**config.mk**
```make
export PLATFORM = sky130hd
export DESIGN_NAME = dmas_channel
export DESIGN_NICKNAME = d
export VERILOG_FILES = /design/src/dmas_pkg.sv /design/src/dmas_wrap_if.sv /design/src/dmas_wrap_unit.sv /design/src/dmas_channel.sv
export SDC_FILE = /design/constraint.sdc
export NUM_CORES = 1
export LEC_CHECK = 0
export BUFFER_PORTS_ARGS = -buffer_cell sky130_fd_sc_hd__buf_2
export CAP_MARGIN = 20
export CORE_UTILIZATION = 25
export DETAILED_ROUTE_END_ITERATION = 7
export RECOVER_POWER = 100
export SYNTH_ARGS = -nofsm -noshare
export SYNTH_HDL_FRONTEND = slang
export SYNTH_SLANG_ARGS = --single-unit
export TNS_END_PERCENT = 50
```
**constraint.sdc**
```tcl
create_clock -name aclk -period 10.05 [get_ports aclk]
set_input_delay 2.01 -clock aclk [delete_from_list [all_inputs] [get_ports aclk]]
set_output_delay 2.01 -clock aclk [all_outputs]
set_load 0.01 [all_outputs]
```
**src/dmas_pkg.sv**
```systemverilog
package dmas_pkg;

	////////////////////////////////////////////////////////////////////////
	// register byte offsets on the axi4-lite slave
	localparam logic [7:0] OFS_MODE  = 8'h00;
	localparam logic [7:0] OFS_SRC   = 8'h04;
	localparam logic [7:0] OFS_DST   = 8'h08;
	localparam logic [7:0] OFS_TCNT  = 8'h0c;
	localparam logic [7:0] OFS_BSIZE = 8'h10;
	localparam logic [7:0] OFS_AREA  = 8'h14;
	localparam logic [7:0] OFS_MRSS  = 8'h18;
	localparam logic [7:0] OFS_STAT  = 8'h1c;
	localparam logic [7:0] OFS_MASK  = 8'h20;

	// channel_mode_control fields
	localparam int MD_EN    = 0;
	localparam int MD_SGL   = 1;
	localparam int MD_XM    = 2;
	localparam int MD_ACT   = 4;
	localparam int MD_BURST = 6;
	localparam int MD_DIR   = 7;
	localparam int MD_SIZE  = 8;
	localparam int MD_SMOD  = 10;
	localparam int MD_DMOD  = 12;
	localparam int MD_RPT   = 14;

	// wrap area register fields
	localparam int AR_DSEL = 0;
	localparam int AR_DIE  = 7;
	localparam int AR_SSEL = 8;
	localparam int AR_SIE  = 15;
	localparam logic [15:0] AREA_WMASK = 16'h9f9f;

	// status and mask bits
	localparam int ST_ESF  = 0;
	localparam int ST_END  = 1;
	localparam int ST_BADA = 2;
	localparam int STAT_W  = 3;

	// reset values and special codes
	localparam logic [31:0] RST_ZERO     = 32'h0000_0000;
	localparam logic [4:0]  AREA_OFF     = 5'h00;
	localparam logic [2:0]  AREA_BAD_TOP = 3'h7;
	localparam logic [7:0]  MRSS_NONE    = 8'h00;
	localparam logic [16:0] BSIZE_MAX    = 17'h1_0000;
	localparam logic [15:0] BSIZE_ZERO   = 16'h0000;
	localparam logic [2:0]  STEP_ONE     = 3'h1;
	localparam logic [2:0]  STEP_NONE    = 3'h0;
	localparam logic [1:0]  RESP_OK      = 2'h0;
	localparam logic [1:0]  RESP_SLVERR  = 2'h2;

	typedef enum logic [1:0] {
		XM_NORMAL = 2'h0,
		XM_REPEAT = 2'h1,
		XM_BLOCK  = 2'h2
	} dmas_xmode_e;

	typedef enum logic [1:0] {
		ACT_AUTO   = 2'h0,
		ACT_MODULE = 2'h1,
		ACT_EXT    = 2'h2
	} dmas_act_e;

	typedef enum logic [1:0] {
		AM_FIX = 2'h0,
		AM_INC = 2'h1,
		AM_DEC = 2'h2
	} dmas_amode_e;

	typedef enum logic [1:0] {
		RS_NONE = 2'h0,
		RS_SRC  = 2'h1,
		RS_DST  = 2'h2
	} dmas_rside_e;

	typedef enum logic [4:0] {
		SM_IDLE = 5'b00001,
		SM_RD   = 5'b00010,
		SM_WR   = 5'b00100,
		SM_SGL  = 5'b01000,
		SM_GAP  = 5'b10000
	} dmas_state_e;

endpackage

```
**src/dmas_wrap_if.sv**
```systemverilog
`timescale 1ns/1ns
interface dmas_wrap_if;
	logic [31:0] addr;      // current address
	logic [2:0]  step;      // bytes per unit, zero when fixed
	logic        dec;       // decrement instead of increment
	logic [4:0]  area_sel;  // wrap window code
	logic [31:0] nxt_addr;  // address after the update
	logic        overflow;  // update left the window

	modport user (
		output addr,
		output step,
		output dec,
		output area_sel,
		input  nxt_addr,
		input  overflow
	);

	modport unit (
		input  addr,
		input  step,
		input  dec,
		input  area_sel,
		output nxt_addr,
		output overflow
	);
endinterface

```
**src/dmas_wrap_unit.sv**
```systemverilog
`timescale 1ns/1ns
module dmas_wrap_unit (
	// address update port
	dmas_wrap_if.unit w
);

	////////////////////////////////////////////////////////////////////////
	// window decode: 111xx codes are treated as no window
	wire        win_on = (w.area_sel != dmas_pkg::AREA_OFF) &&
	                     (w.area_sel[4:2] != dmas_pkg::AREA_BAD_TOP);
	wire [31:0] one    = {29'h0, dmas_pkg::STEP_ONE};
	wire [31:0] mask   = win_on ? ((one << w.area_sel) - one) : ~32'h0000_0000;
	wire [31:0] step32 = {29'h0, w.step};
	wire [31:0] raw    = w.dec ? (w.addr - step32) : (w.addr + step32);

	// upper bits frozen; low bits roll to start or end of the window
	assign w.nxt_addr = (w.addr & ~mask) | (raw & mask);
	assign w.overflow = win_on && ((raw & ~mask) != (w.addr & ~mask));

endmodule

```
**src/dmas_channel.sv**
```systemverilog
// The register offsets and the AXI4-Lite register port were chosen for this implementation.
`timescale 1ns/1ns
module dmas_channel (
	// clock and reset
	input  wire logic        aclk,
	input  wire logic        aresetn,
	// axi4-lite write address and data
	input  wire logic [7:0]  s_axi_awaddr,
	input  wire logic        s_axi_awvalid,
	output logic             s_axi_awready,
	input  wire logic [31:0] s_axi_wdata,
	input  wire logic [3:0]  s_axi_wstrb,
	input  wire logic        s_axi_wvalid,
	output logic             s_axi_wready,
	// axi4-lite write response
	output logic [1:0]       s_axi_bresp,
	output logic             s_axi_bvalid,
	input  wire logic        s_axi_bready,
	// axi4-lite read
	input  wire logic [7:0]  s_axi_araddr,
	input  wire logic        s_axi_arvalid,
	output logic             s_axi_arready,
	output logic [31:0]      s_axi_rdata,
	output logic [1:0]       s_axi_rresp,
	output logic             s_axi_rvalid,
	input  wire logic        s_axi_rready,
	// system bus cycle port
	output logic             bus_req,
	output logic [31:0]      bus_addr,
	output logic             bus_wr,
	output logic [1:0]       bus_size,
	output logic [31:0]      bus_wdata,
	input  wire logic [31:0] bus_rdata,
	input  wire logic        bus_done,
	output logic             periph_ack_strobe_n,
	// activation sources
	input  wire logic [7:0]  mod_irq_vec,
	input  wire logic        mod_irq_valid,
	input  wire logic        ext_req_n,
	// interrupt
	output logic             irq
);

	////////////////////////////////////////////////////////////////////////
	// state
	logic [15:0] mode_ff, area_ff, bsize_ff;
	logic [31:0] src_ff, dst_ff, src0_ff, dst0_ff, tcnt_ff, data_ff;
	logic [7:0]  mrss_ff;
	logic [dmas_pkg::STAT_W-1:0] stat_ff, mask_ff;
	logic [16:0] ucnt_ff;
	logic        ovf_pend_ff, mod_pend_ff;
	logic        ext_s1_ff, ext_s2_ff, ext_s3_ff, ext_lvl_ff;
	logic [31:0] bus_addr_ff;
	logic        bus_wr_ff, ack_n_ff;
	dmas_pkg::dmas_state_e st_ff, nxt_st;
	// axi slave state
	logic [7:0]  wa_ff;
	logic [31:0] wd_ff;
	logic [3:0]  ws_ff;
	logic        aw_hold_ff, w_hold_ff, bvalid_ff, rvalid_ff;
	logic [1:0]  bresp_ff, rresp_ff;
	logic [31:0] rdata_ff;

	////////////////////////////////////////////////////////////////////////
	// mode field views, all per channel
	wire        en    = mode_ff[dmas_pkg::MD_EN];
	wire        sgl   = mode_ff[dmas_pkg::MD_SGL];
	wire [1:0]  xm    = mode_ff[dmas_pkg::MD_XM+:2];
	wire [1:0]  act   = mode_ff[dmas_pkg::MD_ACT+:2];
	wire        burst = mode_ff[dmas_pkg::MD_BURST];
	wire        dir   = mode_ff[dmas_pkg::MD_DIR];
	wire [1:0]  size  = mode_ff[dmas_pkg::MD_SIZE+:2];
	wire [1:0]  smod  = mode_ff[dmas_pkg::MD_SMOD+:2];
	wire [1:0]  dmod  = mode_ff[dmas_pkg::MD_DMOD+:2];
	wire [1:0]  rside = mode_ff[dmas_pkg::MD_RPT+:2];
	wire [2:0]  step  = 3'(dmas_pkg::STEP_ONE << size);
	wire        is_auto = act == dmas_pkg::ACT_AUTO;

	////////////////////////////////////////////////////////////////////////
	// wrap units for both address sides
	dmas_wrap_if src_w ();
	dmas_wrap_if dst_w ();
	assign src_w.addr     = src_ff;
	assign src_w.step     = (smod == dmas_pkg::AM_FIX) ? dmas_pkg::STEP_NONE
	                                                   : step;
	assign src_w.dec      = smod == dmas_pkg::AM_DEC;
	assign src_w.area_sel = area_ff[dmas_pkg::AR_SSEL+:5];
	assign dst_w.addr     = dst_ff;
	assign dst_w.step     = (dmod == dmas_pkg::AM_FIX) ? dmas_pkg::STEP_NONE
	                                                   : step;
	assign dst_w.dec      = dmod == dmas_pkg::AM_DEC;
	assign dst_w.area_sel = area_ff[dmas_pkg::AR_DSEL+:5];
	dmas_wrap_unit u_src_wrap (.w(src_w));
	dmas_wrap_unit u_dst_wrap (.w(dst_w));

	////////////////////////////////////////////////////////////////////////
	// unit completion bookkeeping
	// single mode moves only the memory side; the peripheral has no address
	wire upd_src   = !sgl || !dir;
	wire upd_dst   = !sgl || dir;
	wire unit_done = bus_done && (st_ff == dmas_pkg::SM_WR ||
	                              st_ff == dmas_pkg::SM_SGL);
	wire [16:0] bsz_eff = (bsize_ff == dmas_pkg::BSIZE_ZERO) ?
	                      dmas_pkg::BSIZE_MAX : {1'b0, bsize_ff};
	wire [16:0] ucnt_inc = ucnt_ff + 17'h0_0001;
	wire rpt_hit  = (xm != dmas_pkg::XM_NORMAL) && ucnt_inc == bsz_eff;
	wire blk_more = (xm == dmas_pkg::XM_BLOCK) && !rpt_hit;
	wire free_run = tcnt_ff == dmas_pkg::RST_ZERO;
	wire tc_end   = !free_run && tcnt_ff <= {29'h0, step};
	wire ovf_hit  = (upd_src && src_w.overflow && area_ff[dmas_pkg::AR_SIE])
	             || (upd_dst && dst_w.overflow && area_ff[dmas_pkg::AR_DIE]);
	// block mode defers the overflow stop until the block is complete
	wire ovf_stop = (ovf_hit || ovf_pend_ff) && !blk_more;
	wire stop     = tc_end || ovf_stop;

	////////////////////////////////////////////////////////////////////////
	// activation sources
	wire mod_hit = mod_irq_valid && mod_irq_vec == mrss_ff &&
	               mrss_ff != dmas_pkg::MRSS_NONE;
	wire req = is_auto ||
	           (act == dmas_pkg::ACT_MODULE && mod_pend_ff) ||
	           (act == dmas_pkg::ACT_EXT && !ext_lvl_ff);
	wire start = st_ff == dmas_pkg::SM_IDLE && en && req;
	wire first_sgl = sgl;

	////////////////////////////////////////////////////////////////////////
	// transfer sequencer
	always_comb begin
		nxt_st = st_ff;
		case (st_ff)
			dmas_pkg::SM_IDLE: begin
				if (start)
					nxt_st = first_sgl ? dmas_pkg::SM_SGL : dmas_pkg::SM_RD;
			end
			dmas_pkg::SM_RD: begin
				if (bus_done)
					nxt_st = dmas_pkg::SM_WR;
			end
			dmas_pkg::SM_WR, dmas_pkg::SM_SGL: begin
				if (!bus_done)
					nxt_st = st_ff;
				else if (stop)
					nxt_st = dmas_pkg::SM_IDLE;
				else if (blk_more || (is_auto && burst && en))
					nxt_st = first_sgl ? dmas_pkg::SM_SGL : dmas_pkg::SM_RD;
				else if (is_auto)
					nxt_st = dmas_pkg::SM_GAP;
				else
					nxt_st = dmas_pkg::SM_IDLE;
			end
			dmas_pkg::SM_GAP: nxt_st = dmas_pkg::SM_IDLE;
			default: nxt_st = dmas_pkg::SM_IDLE;
		endcase
	end

	////////////////////////////////////////////////////////////////////////
	// axi write decode
	wire        wr_fire = aw_hold_ff && w_hold_ff && !bvalid_ff;
	wire [31:0] wbm = {{8{ws_ff[3]}}, {8{ws_ff[2]}}, {8{ws_ff[1]}},
	                   {8{ws_ff[0]}}};
	wire ws_mode  = wr_fire && wa_ff == dmas_pkg::OFS_MODE;
	wire ws_src   = wr_fire && wa_ff == dmas_pkg::OFS_SRC;
	wire ws_dst   = wr_fire && wa_ff == dmas_pkg::OFS_DST;
	wire ws_tcnt  = wr_fire && wa_ff == dmas_pkg::OFS_TCNT;
	wire ws_bsize = wr_fire && wa_ff == dmas_pkg::OFS_BSIZE;
	wire ws_area  = wr_fire && wa_ff == dmas_pkg::OFS_AREA;
	wire ws_mrss  = wr_fire && wa_ff == dmas_pkg::OFS_MRSS;
	wire ws_stat  = wr_fire && wa_ff == dmas_pkg::OFS_STAT;
	wire ws_mask  = wr_fire && wa_ff == dmas_pkg::OFS_MASK;
	wire ws_hit   = ws_mode || ws_src || ws_dst || ws_tcnt || ws_bsize ||
	                ws_area || ws_mrss || ws_stat || ws_mask;

	function automatic logic [31:0] mrg(input logic [31:0] old);
		return (old & ~wbm) | (wd_ff & wbm);
	endfunction

	wire [31:0] m_mode = mrg({16'h0, mode_ff});
	wire [31:0] m_area = mrg({16'h0, area_ff}) & {16'h0, dmas_pkg::AREA_WMASK};
	wire [31:0] m_bsize = mrg({16'h0, bsize_ff});
	wire [31:0] m_mrss  = mrg({24'h0, mrss_ff});
	wire [31:0] m_mask  = mrg({29'h0, mask_ff});
	wire en_rise = ws_mode && m_mode[dmas_pkg::MD_EN] && !en;
	// prohibited wrap codes are flagged, then act as no window
	wire bad_area = ws_area &&
	    (m_area[dmas_pkg::AR_SSEL+2+:3] == dmas_pkg::AREA_BAD_TOP ||
	     m_area[dmas_pkg::AR_DSEL+2+:3] == dmas_pkg::AREA_BAD_TOP);

	////////////////////////////////////////////////////////////////////////
	// next register values
	logic [15:0] nxt_mode;
	logic [31:0] nxt_src, nxt_dst, nxt_tcnt, nxt_bus_addr;
	logic [dmas_pkg::STAT_W-1:0] st_set, st_clr;
	always_comb begin
		nxt_mode = ws_mode ? m_mode[15:0] : mode_ff;
		if (unit_done && stop)
			nxt_mode[dmas_pkg::MD_EN] = 1'b0;
		nxt_src = ws_src ? mrg(src_ff) : src_ff;
		if (unit_done && upd_src)
			nxt_src = (rpt_hit && rside == dmas_pkg::RS_SRC) ? src0_ff
			                                                  : src_w.nxt_addr;
		nxt_dst = ws_dst ? mrg(dst_ff) : dst_ff;
		if (unit_done && upd_dst)
			nxt_dst = (rpt_hit && rside == dmas_pkg::RS_DST) ? dst0_ff
			                                                  : dst_w.nxt_addr;
		nxt_tcnt = ws_tcnt ? mrg(tcnt_ff) : tcnt_ff;
		if (unit_done && !free_run)
			nxt_tcnt = tc_end ? dmas_pkg::RST_ZERO : tcnt_ff - {29'h0, step};
		nxt_bus_addr = bus_addr_ff;
		if (nxt_st == dmas_pkg::SM_RD)
			nxt_bus_addr = nxt_src;
		else if (nxt_st == dmas_pkg::SM_WR)
			nxt_bus_addr = nxt_dst;
		else if (nxt_st == dmas_pkg::SM_SGL)
			nxt_bus_addr = dir ? nxt_dst : nxt_src;
		st_set = '0;
		st_set[dmas_pkg::ST_ESF]  = unit_done && ovf_stop && !tc_end;
		st_set[dmas_pkg::ST_END]  = unit_done && tc_end;
		st_set[dmas_pkg::ST_BADA] = bad_area;
		st_clr = ws_stat ? (wd_ff[dmas_pkg::STAT_W-1:0] &
		                    {dmas_pkg::STAT_W{ws_ff[0]}}) : '0;
	end

	////////////////////////////////////////////////////////////////////////
	// channel registers
	always_ff @(posedge aclk) begin
		if (!aresetn) begin
			mode_ff  <= dmas_pkg::RST_ZERO[15:0];
			area_ff  <= dmas_pkg::RST_ZERO[15:0];
			bsize_ff <= dmas_pkg::RST_ZERO[15:0];
			mrss_ff  <= dmas_pkg::RST_ZERO[7:0];
			src_ff   <= dmas_pkg::RST_ZERO;
			dst_ff   <= dmas_pkg::RST_ZERO;
			tcnt_ff  <= dmas_pkg::RST_ZERO;
			stat_ff  <= '0;
			mask_ff  <= '0;
		end else begin
			mode_ff  <= nxt_mode;
			area_ff  <= ws_area ? m_area[15:0] : area_ff;
			bsize_ff <= ws_bsize ? m_bsize[15:0] : bsize_ff;
			mrss_ff  <= ws_mrss ? m_mrss[7:0] : mrss_ff;
			src_ff   <= nxt_src;
			dst_ff   <= nxt_dst;
			tcnt_ff  <= nxt_tcnt;
			// a new event beats a clear in the same cycle
			stat_ff  <= (stat_ff & ~st_clr) | st_set;
			mask_ff  <= ws_mask ? m_mask[dmas_pkg::STAT_W-1:0] : mask_ff;
		end
	end

	////////////////////////////////////////////////////////////////////////
	// sequencer and bus registers
	always_ff @(posedge aclk) begin
		if (!aresetn) begin
			st_ff       <= dmas_pkg::SM_IDLE;
			bus_addr_ff <= dmas_pkg::RST_ZERO;
			bus_wr_ff   <= 1'b0;
			ack_n_ff    <= 1'b1;
			data_ff     <= dmas_pkg::RST_ZERO;
			src0_ff     <= dmas_pkg::RST_ZERO;
			dst0_ff     <= dmas_pkg::RST_ZERO;
			ucnt_ff     <= 17'h0_0000;
			ovf_pend_ff <= 1'b0;
			mod_pend_ff <= 1'b0;
		end else begin
			st_ff       <= nxt_st;
			bus_addr_ff <= nxt_bus_addr;
			bus_wr_ff   <= nxt_st == dmas_pkg::SM_WR ||
			               (nxt_st == dmas_pkg::SM_SGL && dir);
			ack_n_ff    <= nxt_st != dmas_pkg::SM_SGL;
			if (st_ff == dmas_pkg::SM_RD && bus_done)
				data_ff <= bus_rdata;
			if (en_rise) begin
				src0_ff <= src_ff;
				dst0_ff <= dst_ff;
			end
			if (en_rise)
				ucnt_ff <= 17'h0_0000;
			else if (unit_done)
				ucnt_ff <= rpt_hit ? 17'h0_0000 : ucnt_inc;
			if (en_rise || (unit_done && ovf_stop))
				ovf_pend_ff <= 1'b0;
			else if (unit_done && ovf_hit)
				ovf_pend_ff <= 1'b1;
			// a module request arriving as one is taken is kept
			mod_pend_ff <= mod_hit || (mod_pend_ff && !start);
		end
	end

	////////////////////////////////////////////////////////////////////////
	// external request: three stages, change taken when the last two agree
	always_ff @(posedge aclk) begin
		if (!aresetn) begin
			ext_s1_ff  <= 1'b1;
			ext_s2_ff  <= 1'b1;
			ext_s3_ff  <= 1'b1;
			ext_lvl_ff <= 1'b1;
		end else begin
			ext_s1_ff <= ext_req_n;
			ext_s2_ff <= ext_s1_ff;
			ext_s3_ff <= ext_s2_ff;
			if (ext_s2_ff == ext_s3_ff)
				ext_lvl_ff <= ext_s3_ff;
		end
	end

	////////////////////////////////////////////////////////////////////////
	// axi4-lite slave handshakes
	wire aw_take = s_axi_awvalid && s_axi_awready;
	wire w_take  = s_axi_wvalid && s_axi_wready;
	wire ar_take = s_axi_arvalid && s_axi_arready;
	always_ff @(posedge aclk) begin
		if (!aresetn) begin
			aw_hold_ff <= 1'b0;
			w_hold_ff  <= 1'b0;
			bvalid_ff  <= 1'b0;
			rvalid_ff  <= 1'b0;
			wa_ff      <= dmas_pkg::RST_ZERO[7:0];
			wd_ff      <= dmas_pkg::RST_ZERO;
			ws_ff      <= 4'h0;
			bresp_ff   <= dmas_pkg::RESP_OK;
		end else begin
			if (aw_take)
				wa_ff <= s_axi_awaddr;
			if (w_take) begin
				wd_ff <= s_axi_wdata;
				ws_ff <= s_axi_wstrb;
			end
			aw_hold_ff <= aw_take || (aw_hold_ff && !wr_fire);
			w_hold_ff  <= w_take || (w_hold_ff && !wr_fire);
			if (wr_fire)
				bresp_ff <= ws_hit ? dmas_pkg::RESP_OK : dmas_pkg::RESP_SLVERR;
			bvalid_ff <= wr_fire || (bvalid_ff && !s_axi_bready);
			rvalid_ff <= ar_take || (rvalid_ff && !s_axi_rready);
		end
	end

	// read mux, registered on the address handshake
	logic [31:0] rd_mux;
	logic        rd_hit;
	always_comb begin
		rd_hit = 1'b1;
		rd_mux = dmas_pkg::RST_ZERO;
		if (s_axi_araddr == dmas_pkg::OFS_MODE)
			rd_mux = {16'h0, mode_ff};
		else if (s_axi_araddr == dmas_pkg::OFS_SRC)
			rd_mux = src_ff;
		else if (s_axi_araddr == dmas_pkg::OFS_DST)
			rd_mux = dst_ff;
		else if (s_axi_araddr == dmas_pkg::OFS_TCNT)
			rd_mux = tcnt_ff;
		else if (s_axi_araddr == dmas_pkg::OFS_BSIZE)
			rd_mux = {16'h0, bsize_ff};
		else if (s_axi_araddr == dmas_pkg::OFS_AREA)
			rd_mux = {16'h0, area_ff};
		else if (s_axi_araddr == dmas_pkg::OFS_MRSS)
			rd_mux = {24'h0, mrss_ff};
		else if (s_axi_araddr == dmas_pkg::OFS_STAT)
			rd_mux = {29'h0, stat_ff};
		else if (s_axi_araddr == dmas_pkg::OFS_MASK)
			rd_mux = {29'h0, mask_ff};
		else
			rd_hit = 1'b0;
	end

	always_ff @(posedge aclk) begin
		if (!aresetn) begin
			rdata_ff <= dmas_pkg::RST_ZERO;
			rresp_ff <= dmas_pkg::RESP_OK;
		end else if (ar_take) begin
			rdata_ff <= rd_mux;
			rresp_ff <= rd_hit ? dmas_pkg::RESP_OK : dmas_pkg::RESP_SLVERR;
		end
	end

	////////////////////////////////////////////////////////////////////////
	// outputs
	assign s_axi_awready = !aw_hold_ff && !bvalid_ff;
	assign s_axi_wready  = !w_hold_ff && !bvalid_ff;
	assign s_axi_bvalid  = bvalid_ff;
	assign s_axi_bresp   = bresp_ff;
	assign s_axi_arready = !rvalid_ff;
	assign s_axi_rvalid  = rvalid_ff;
	assign s_axi_rdata   = rdata_ff;
	assign s_axi_rresp   = rresp_ff;
	assign bus_req       = st_ff == dmas_pkg::SM_RD || st_ff == dmas_pkg::SM_WR
	                    || st_ff == dmas_pkg::SM_SGL;
	assign bus_addr      = bus_addr_ff;
	assign bus_wr        = bus_wr_ff;
	assign bus_size      = size;
	assign bus_wdata     = data_ff;
	assign periph_ack_strobe_n = ack_n_ff;
	assign irq           = |(stat_ff & mask_ff);

endmodule

```
==> results.ini, run 1 <==
[layout]
final_layout_size_suffix_gt1_frac = 0.0925
layout_common_cells = 598 x nand2_1, 443 x a21oi_1, 393 x dfxtp_1
area_delta_synth_final_pct = 13.9
seq_area_sq_mm = 0.00789
final_core_util = 0.288
final_common_cell = nand2_1
fin_nets = 3827
fill_cells = 11500
multi_input_area_sq_mm = 0.0174

[setup_path]
worstPathRequired_ns = 10.58
critPathCaptureType = flip-flop
cp_max_fo = 42
cp-start-kind = flip-flop
crit_arrival_ns = 8.49
reg2reg_slack_ns = 2.09
worstSetupPathType = reg2reg

[sta]
fmax_ghz = 0.126
skew_ns = 0.0331
rsz0062_at_grt = no
fin_crit_ns = 7.96
setup_violations = 0
setup_ws_ns = 2.09
worst_pin_slew_ns = 4.32
finalHoldViolations = 0
slew_headroom = -1.88
fin_tns_setup_ns = 0
final.period_utilization = 0.792
drv_slew = 490

[die]
dieArea_sq_mm = 0.108
die_x_um = 328
fp.dieH_um = 328
design.portCount = 213
start_util = 0.252
rows = 119
design.core.area_sq_mm = 0.105

[logic_synthesis]
ys.flop_type = dfxtp_1
ys_types = 99
synth_cells = 3579
synth_edf_count = 0
ys_warn_count = 0
synth_top_area_frac = 0.297
yosysTopAreaCell = dfxtp_1
ys_ff_latch = 394
synthesis.area_sq_mm = 0.0266
avgSynthCellArea_sq_um = 7.43
async_reset_ff_frac = 0
synth.area.top_cells = dfxtp_1 30%, nand2_1 8.5%, a21oi_1 8.4%
seq_area_frac_synth = 0.297

[clock_tree]
cts_setup_buffers = 0
htreeDepth = 2
numClockSinks = 394
cts_made_buffers = 46
cts_tree = built
clkLatencyLatePin_ns = 0.61
cts_root_buffer = clkbuf_16
clk_path_buf_depth = 3
ctsResizeCount = 0
clkTransAtPathRegs_ns = 0.06
cts_hold_buf = 0

[grt]
grt-ovfl-total = 0
grt_max_degree = 194
grt_pass1_wl_um = 165000
grt_usage = 0.198
grt_pass1_vias = 25700
antenna_found_initial = 4

[routing]
drc = 0
ant_nets = 0
routed_wl_um = 111000
detail_route.iter0.violations = 3385
vias_per_cell = 5.54
vias = 28100
wl_per_cell_um = 21.9
firstDrtPassIters = 6

[power_and_ir_drop]
p_int_uw = 2720
sw_frac_of_total = 0.253
leakage_uw = 0.0116
max-vdd-ir-drop_v = 0.000120
p_clk_frac = 0.503
switchingPower_uw = 924
p_per_area_mw_per_mm2 = 120
comb_power_share = 0.055
pwr-share-seq = 0.442

[status]
violations = capacitance limit, slew limit
status = finished with violations

[place]
post-place-ws_ns = 3.00
hpwl_um = 83400
io_buffers = 210
finalWeightedCongestion = 0.982

[flow_run]
maxCapViolCount = 8

[hold_path]
hp-class = reg2reg

## power by group through the flow
stage                     clock network, uW  registers [uW]  logic (uW)
final                                  1830            1610         199
after CTS                              1860            1610         198
after global placement                    0            1650         197
after detailed placement                  0            1650         197
after global routing                   1920            1610         215
after floorplan                           0            1630         113
## final timing paths
check	from	end	cells past startpoint
worst max-delay path	flip-flop	bus_addr[15]	20
worst min register to register	ext_s1_ff	ext_s2_ff	1
worst min-delay path	ext_s1_ff	ext_s2_ff	1
worst max register to register	flip-flop	bus_addr[15]	20
## layout make-up
cell class | count | area share
Sequential cell | 394 | 0.261
Antenna cell | 1 | 0.0000827
Clock inverter | 24 | 0.0105
Timing Repair Buffer | 269 | 0.0445
Clock buffer | 62 | 0.0434
Multi-Input combinational cell | 2863 | 0.575
Inverter | 62 | 0.00794
Tap cell | 1391 | 0.0575
## kinds of logic after synthesis
kind of cell | count (synthesis) | synth area share
and+or+nand+nor | 1408 | 0.240
adders and majority gates | 89 | 0.0427
DFF | 394 | 0.297
buffers and inverters | 323 | 0.0491
AOI/OAI and AO/OA | 1080 | 0.262
xor gates and xnor gates | 141 | 0.0533
other | 1 | 0.000141
muxes | 143 | 0.0556
## cells in the mapped netlist, drive strengths merged (72+ instances only)
cell / instances
a21oi: 444
clkbuf: 209
dfxtp: 394
ha: 86
mux2i: 107
nand2: 599
nand3: 129
nor2: 327
nor3: 73
o211ai: 72
o21ai: 162
## layer usage
layer / GRT usage / up-vias / part of all wire
li1: - / 13100 / -
met1: 0.289 / 13500 / 0.46
met2: 0.295 / 1338 / 0.42
met3: 0.0435 / 150 / 0.099
met4: 0.0425 / 0 / 0.022
met5: 0 / - / 0
## metrics by stage
stage / hold slack (ns) / power, uW / std cells / area [sq um]
floorplan: 0.386 / 1740 / 3580 / 26600
global placement: 0.392 / 1840 / 4976 / 28800
detailed placement: 0.392 / 1840 / 4977 / 28800
CTS: 0.409 / 3670 / 5063 / 30400
global route: 0.442 / 3750 / 5065 / 30300
finish: 0.409 / 3650 / 5066 / 30300
## worst max-delay path: stages, from the launching register on
cell and delay, ns:
dfxtp_1 0.43, nor2b_1 0.37, o21ai_0 0.17, ha_1 0.23
ha_1 0.19, or2_0 0.75, ha_1 0.65, a21oi_1 0.21
o21ai_0 0.27, a2111oi_2 0.91, a21boi_0 0.36, mux2i_1 0.20
o21bai_1 0.18, nor4_1 0.37, nand4_1 0.16, nor4_1 0.31
a41oi_1 0.40, o31ai_4 0.89, buf_4 0.51, a21oi_1 0.08
a31oi_1 0.23
Power figures use the tool's default switching activity.
==> inputs of run 2 (changes only) <==
clock period = 8.05 ns   (was 10.05 ns; I/O delays follow)
==> results.ini, run 2 (synthesized netlist as in run 1, its figures left out) <==
[power_and_ir_drop]
max-vdd-ir-drop_v = 0.000147  ; +22%
leakage_uw = 0.0117  ; +0.35%
p_per_area_mw_per_mm2 = 151  ; +26%

[sta]
drv_slew = 492  ; +0.41%
final.period_utilization = 0.887  ; +0.0959
finalHoldViolations = 0  ; unchanged
fin_crit_ns = 7.14  ; -0.811 ns
worst_pin_slew_ns = 3.98  ; -0.342 ns
setup_ws_ns = 0.906  ; -1.19 ns
fmax_ghz = 0.140  ; +11%
fin_tns_setup_ns = 0  ; unchanged
rsz0062_at_grt = no
slew_headroom = -1.65  ; +0.228
skew_ns = 0.0195  ; -0.0136 ns
setup_violations = 0  ; unchanged

[status]
status = finished with violations
violations = capacitance limit, slew limit

[clock_tree]
cts_root_buffer = clkbuf_16
cts_hold_buf = 0  ; unchanged
cts_made_buffers = 45  ; -2.2%
cts_tree = built
clkTransAtPathRegs_ns = 0.06  ; about the same
cts_setup_buffers = 0  ; unchanged
clkLatencyLatePin_ns = 0.61  ; about the same
numClockSinks = 394  ; unchanged
clk_path_buf_depth = 3  ; unchanged
ctsResizeCount = 0  ; unchanged
htreeDepth = 2  ; unchanged

[die]
design.core.area_sq_mm = 0.105  ; unchanged
rows = 119  ; unchanged
fp.dieH_um = 328  ; unchanged
start_util = 0.252  ; unchanged
design.portCount = 213  ; unchanged
die_x_um = 328  ; unchanged
dieArea_sq_mm = 0.108  ; unchanged

[routing]
firstDrtPassIters = 8  ; +2
highest-signal-layer = met4
wl_met2_um = 47300  ; +0.89%
routed_wl_um = 111000  ; +0.43%
vias_per_cell = 5.57  ; +0.53%
vias = 28300  ; +0.63%
met3RoutedLength_um = 11800  ; +7.4%
met1_length_um = 49600  ; -1.8%
ant_nets = 0  ; unchanged
detail_route.iter0.violations = 3704  ; +9.4%
wl_per_cell_um = 21.9  ; +0.33%
drc = 0  ; unchanged

[setup_path]
cp_max_fo = 20  ; -52%
worstSetupPathType = reg2reg
worstPathRequired_ns = 8.57  ; -2.01 ns
cp-start-kind = flip-flop
crit_arrival_ns = 7.67  ; -0.82 ns
critPathCaptureType = flip-flop
reg2reg_slack_ns = 0.91  ; -1.19 ns

[grt]
grt_usage = 0.199  ; +0.000791
antenna_found_initial = 2  ; -2
grt_pass1_wl_um = 166000  ; +0.46%
grt-ovfl-total = 0  ; unchanged
grt_pass1_vias = 25700  ; +0.097%
grt_max_degree = 109  ; -44%

[layout]
final_layout_size_suffix_gt1_frac = 0.0883  ; -0.00420
area_delta_synth_final_pct = 13.8  ; about the same
layout_common_cells = 598 x nand2_1, 443 x a21oi_1, 393 x dfxtp_1
fin_nets = 3834  ; +0.18%
final_common_cell = nand2_1

[place]
hpwl_um = 84400  ; +1.2%
io_buffers = 210  ; unchanged
finalWeightedCongestion = 0.979  ; -0.36%
post-place-ws_ns = 1.48  ; -1.53 ns

[flow_run]
maxCapViolCount = 10  ; +2

[hold_path]
hp-class = reg2reg

run 2: changes by cell type in the layout (fill, tap and decap cells not counted), sizes merged:
cell	before	now
buf	151	157
clkinv	10	9
bufinv	6	7
clkbuf	180	183
clkinvlp	5	1
run 2: worst max-delay path: stages, from the launching register on:
cell       delay (ns)
dfxtp_1          0.43
nor2b_1          0.37
o21ai_0          0.16
ha_1             0.23
ha_1             0.18
or2_2            0.50
ha_1             0.46
nand4_1          0.25
a211oi_1         0.15
nor4_1           0.75
a2bb2oi_1        0.35
a21oi_1          0.17
a221o_1          0.33
xor2_1           0.16
xnor2_1          0.13
a21o_1           0.21
a41oi_1          0.64
o31a_1           0.80
buf_4            0.41
o211ai_1         0.13
a31oi_1          0.20
run 2: power by group:
group,switching (uW),total (uW),internal (uW)
Sequential,35.4,2010,1970
Combinational,178,256,78.7
Clock,924,2320,1390
run 2: final timing paths:
| kind | startpoint | end | depth (start not counted) |
|---|---|---|---|
| hold reg to reg | ext_s1_ff | ext_s2_ff | 1 |
| setup reg to reg | flip-flop | bus_addr[30] | 20 |
| setup / recovery | flip-flop | bus_addr[30] | 20 |
| hold / removal | ext_s1_ff | ext_s2_ff | 1 |
run 2: metrics by stage:
step                      power, uW  std cells  hold WS (ns)   util  area [sq um]
final                          4580       5071         0.405  0.287         30200
after global routing           4710       5070         0.437  0.287         30200
after CTS                      4610       5068         0.409  0.290         30500
after detailed placement       2300       4985         0.396  0.274         28900
after global placement         2300       4985         0.390  0.274         28900
after floorplan                2170       3580         0.386      -         26600
run 2: layout make-up:
type | count | area (sq um)
Multi-Input combinational cell | 2863 | 17300
Timing Repair Buffer | 277 | 1400
Sequential cell | 394 | 7890
Fill cell | 11500 | 75000
Antenna cell | 1 | 2.50
Inverter | 62 | 240
Tap cell | 1391 | 1740
Clock inverter | 20 | 320
Clock buffer | 63 | 1340
run 2: metal layers:
| metal | up-vias | global-route usage |
|---|---|---|
| met5 | - | 0 |
| met2 | 1494 | 0.298 |
| li1 | 13100 | - |
| met4 | 0 | 0.0431 |
| met1 | 13500 | 0.288 |
| met3 | 176 | 0.0434 |
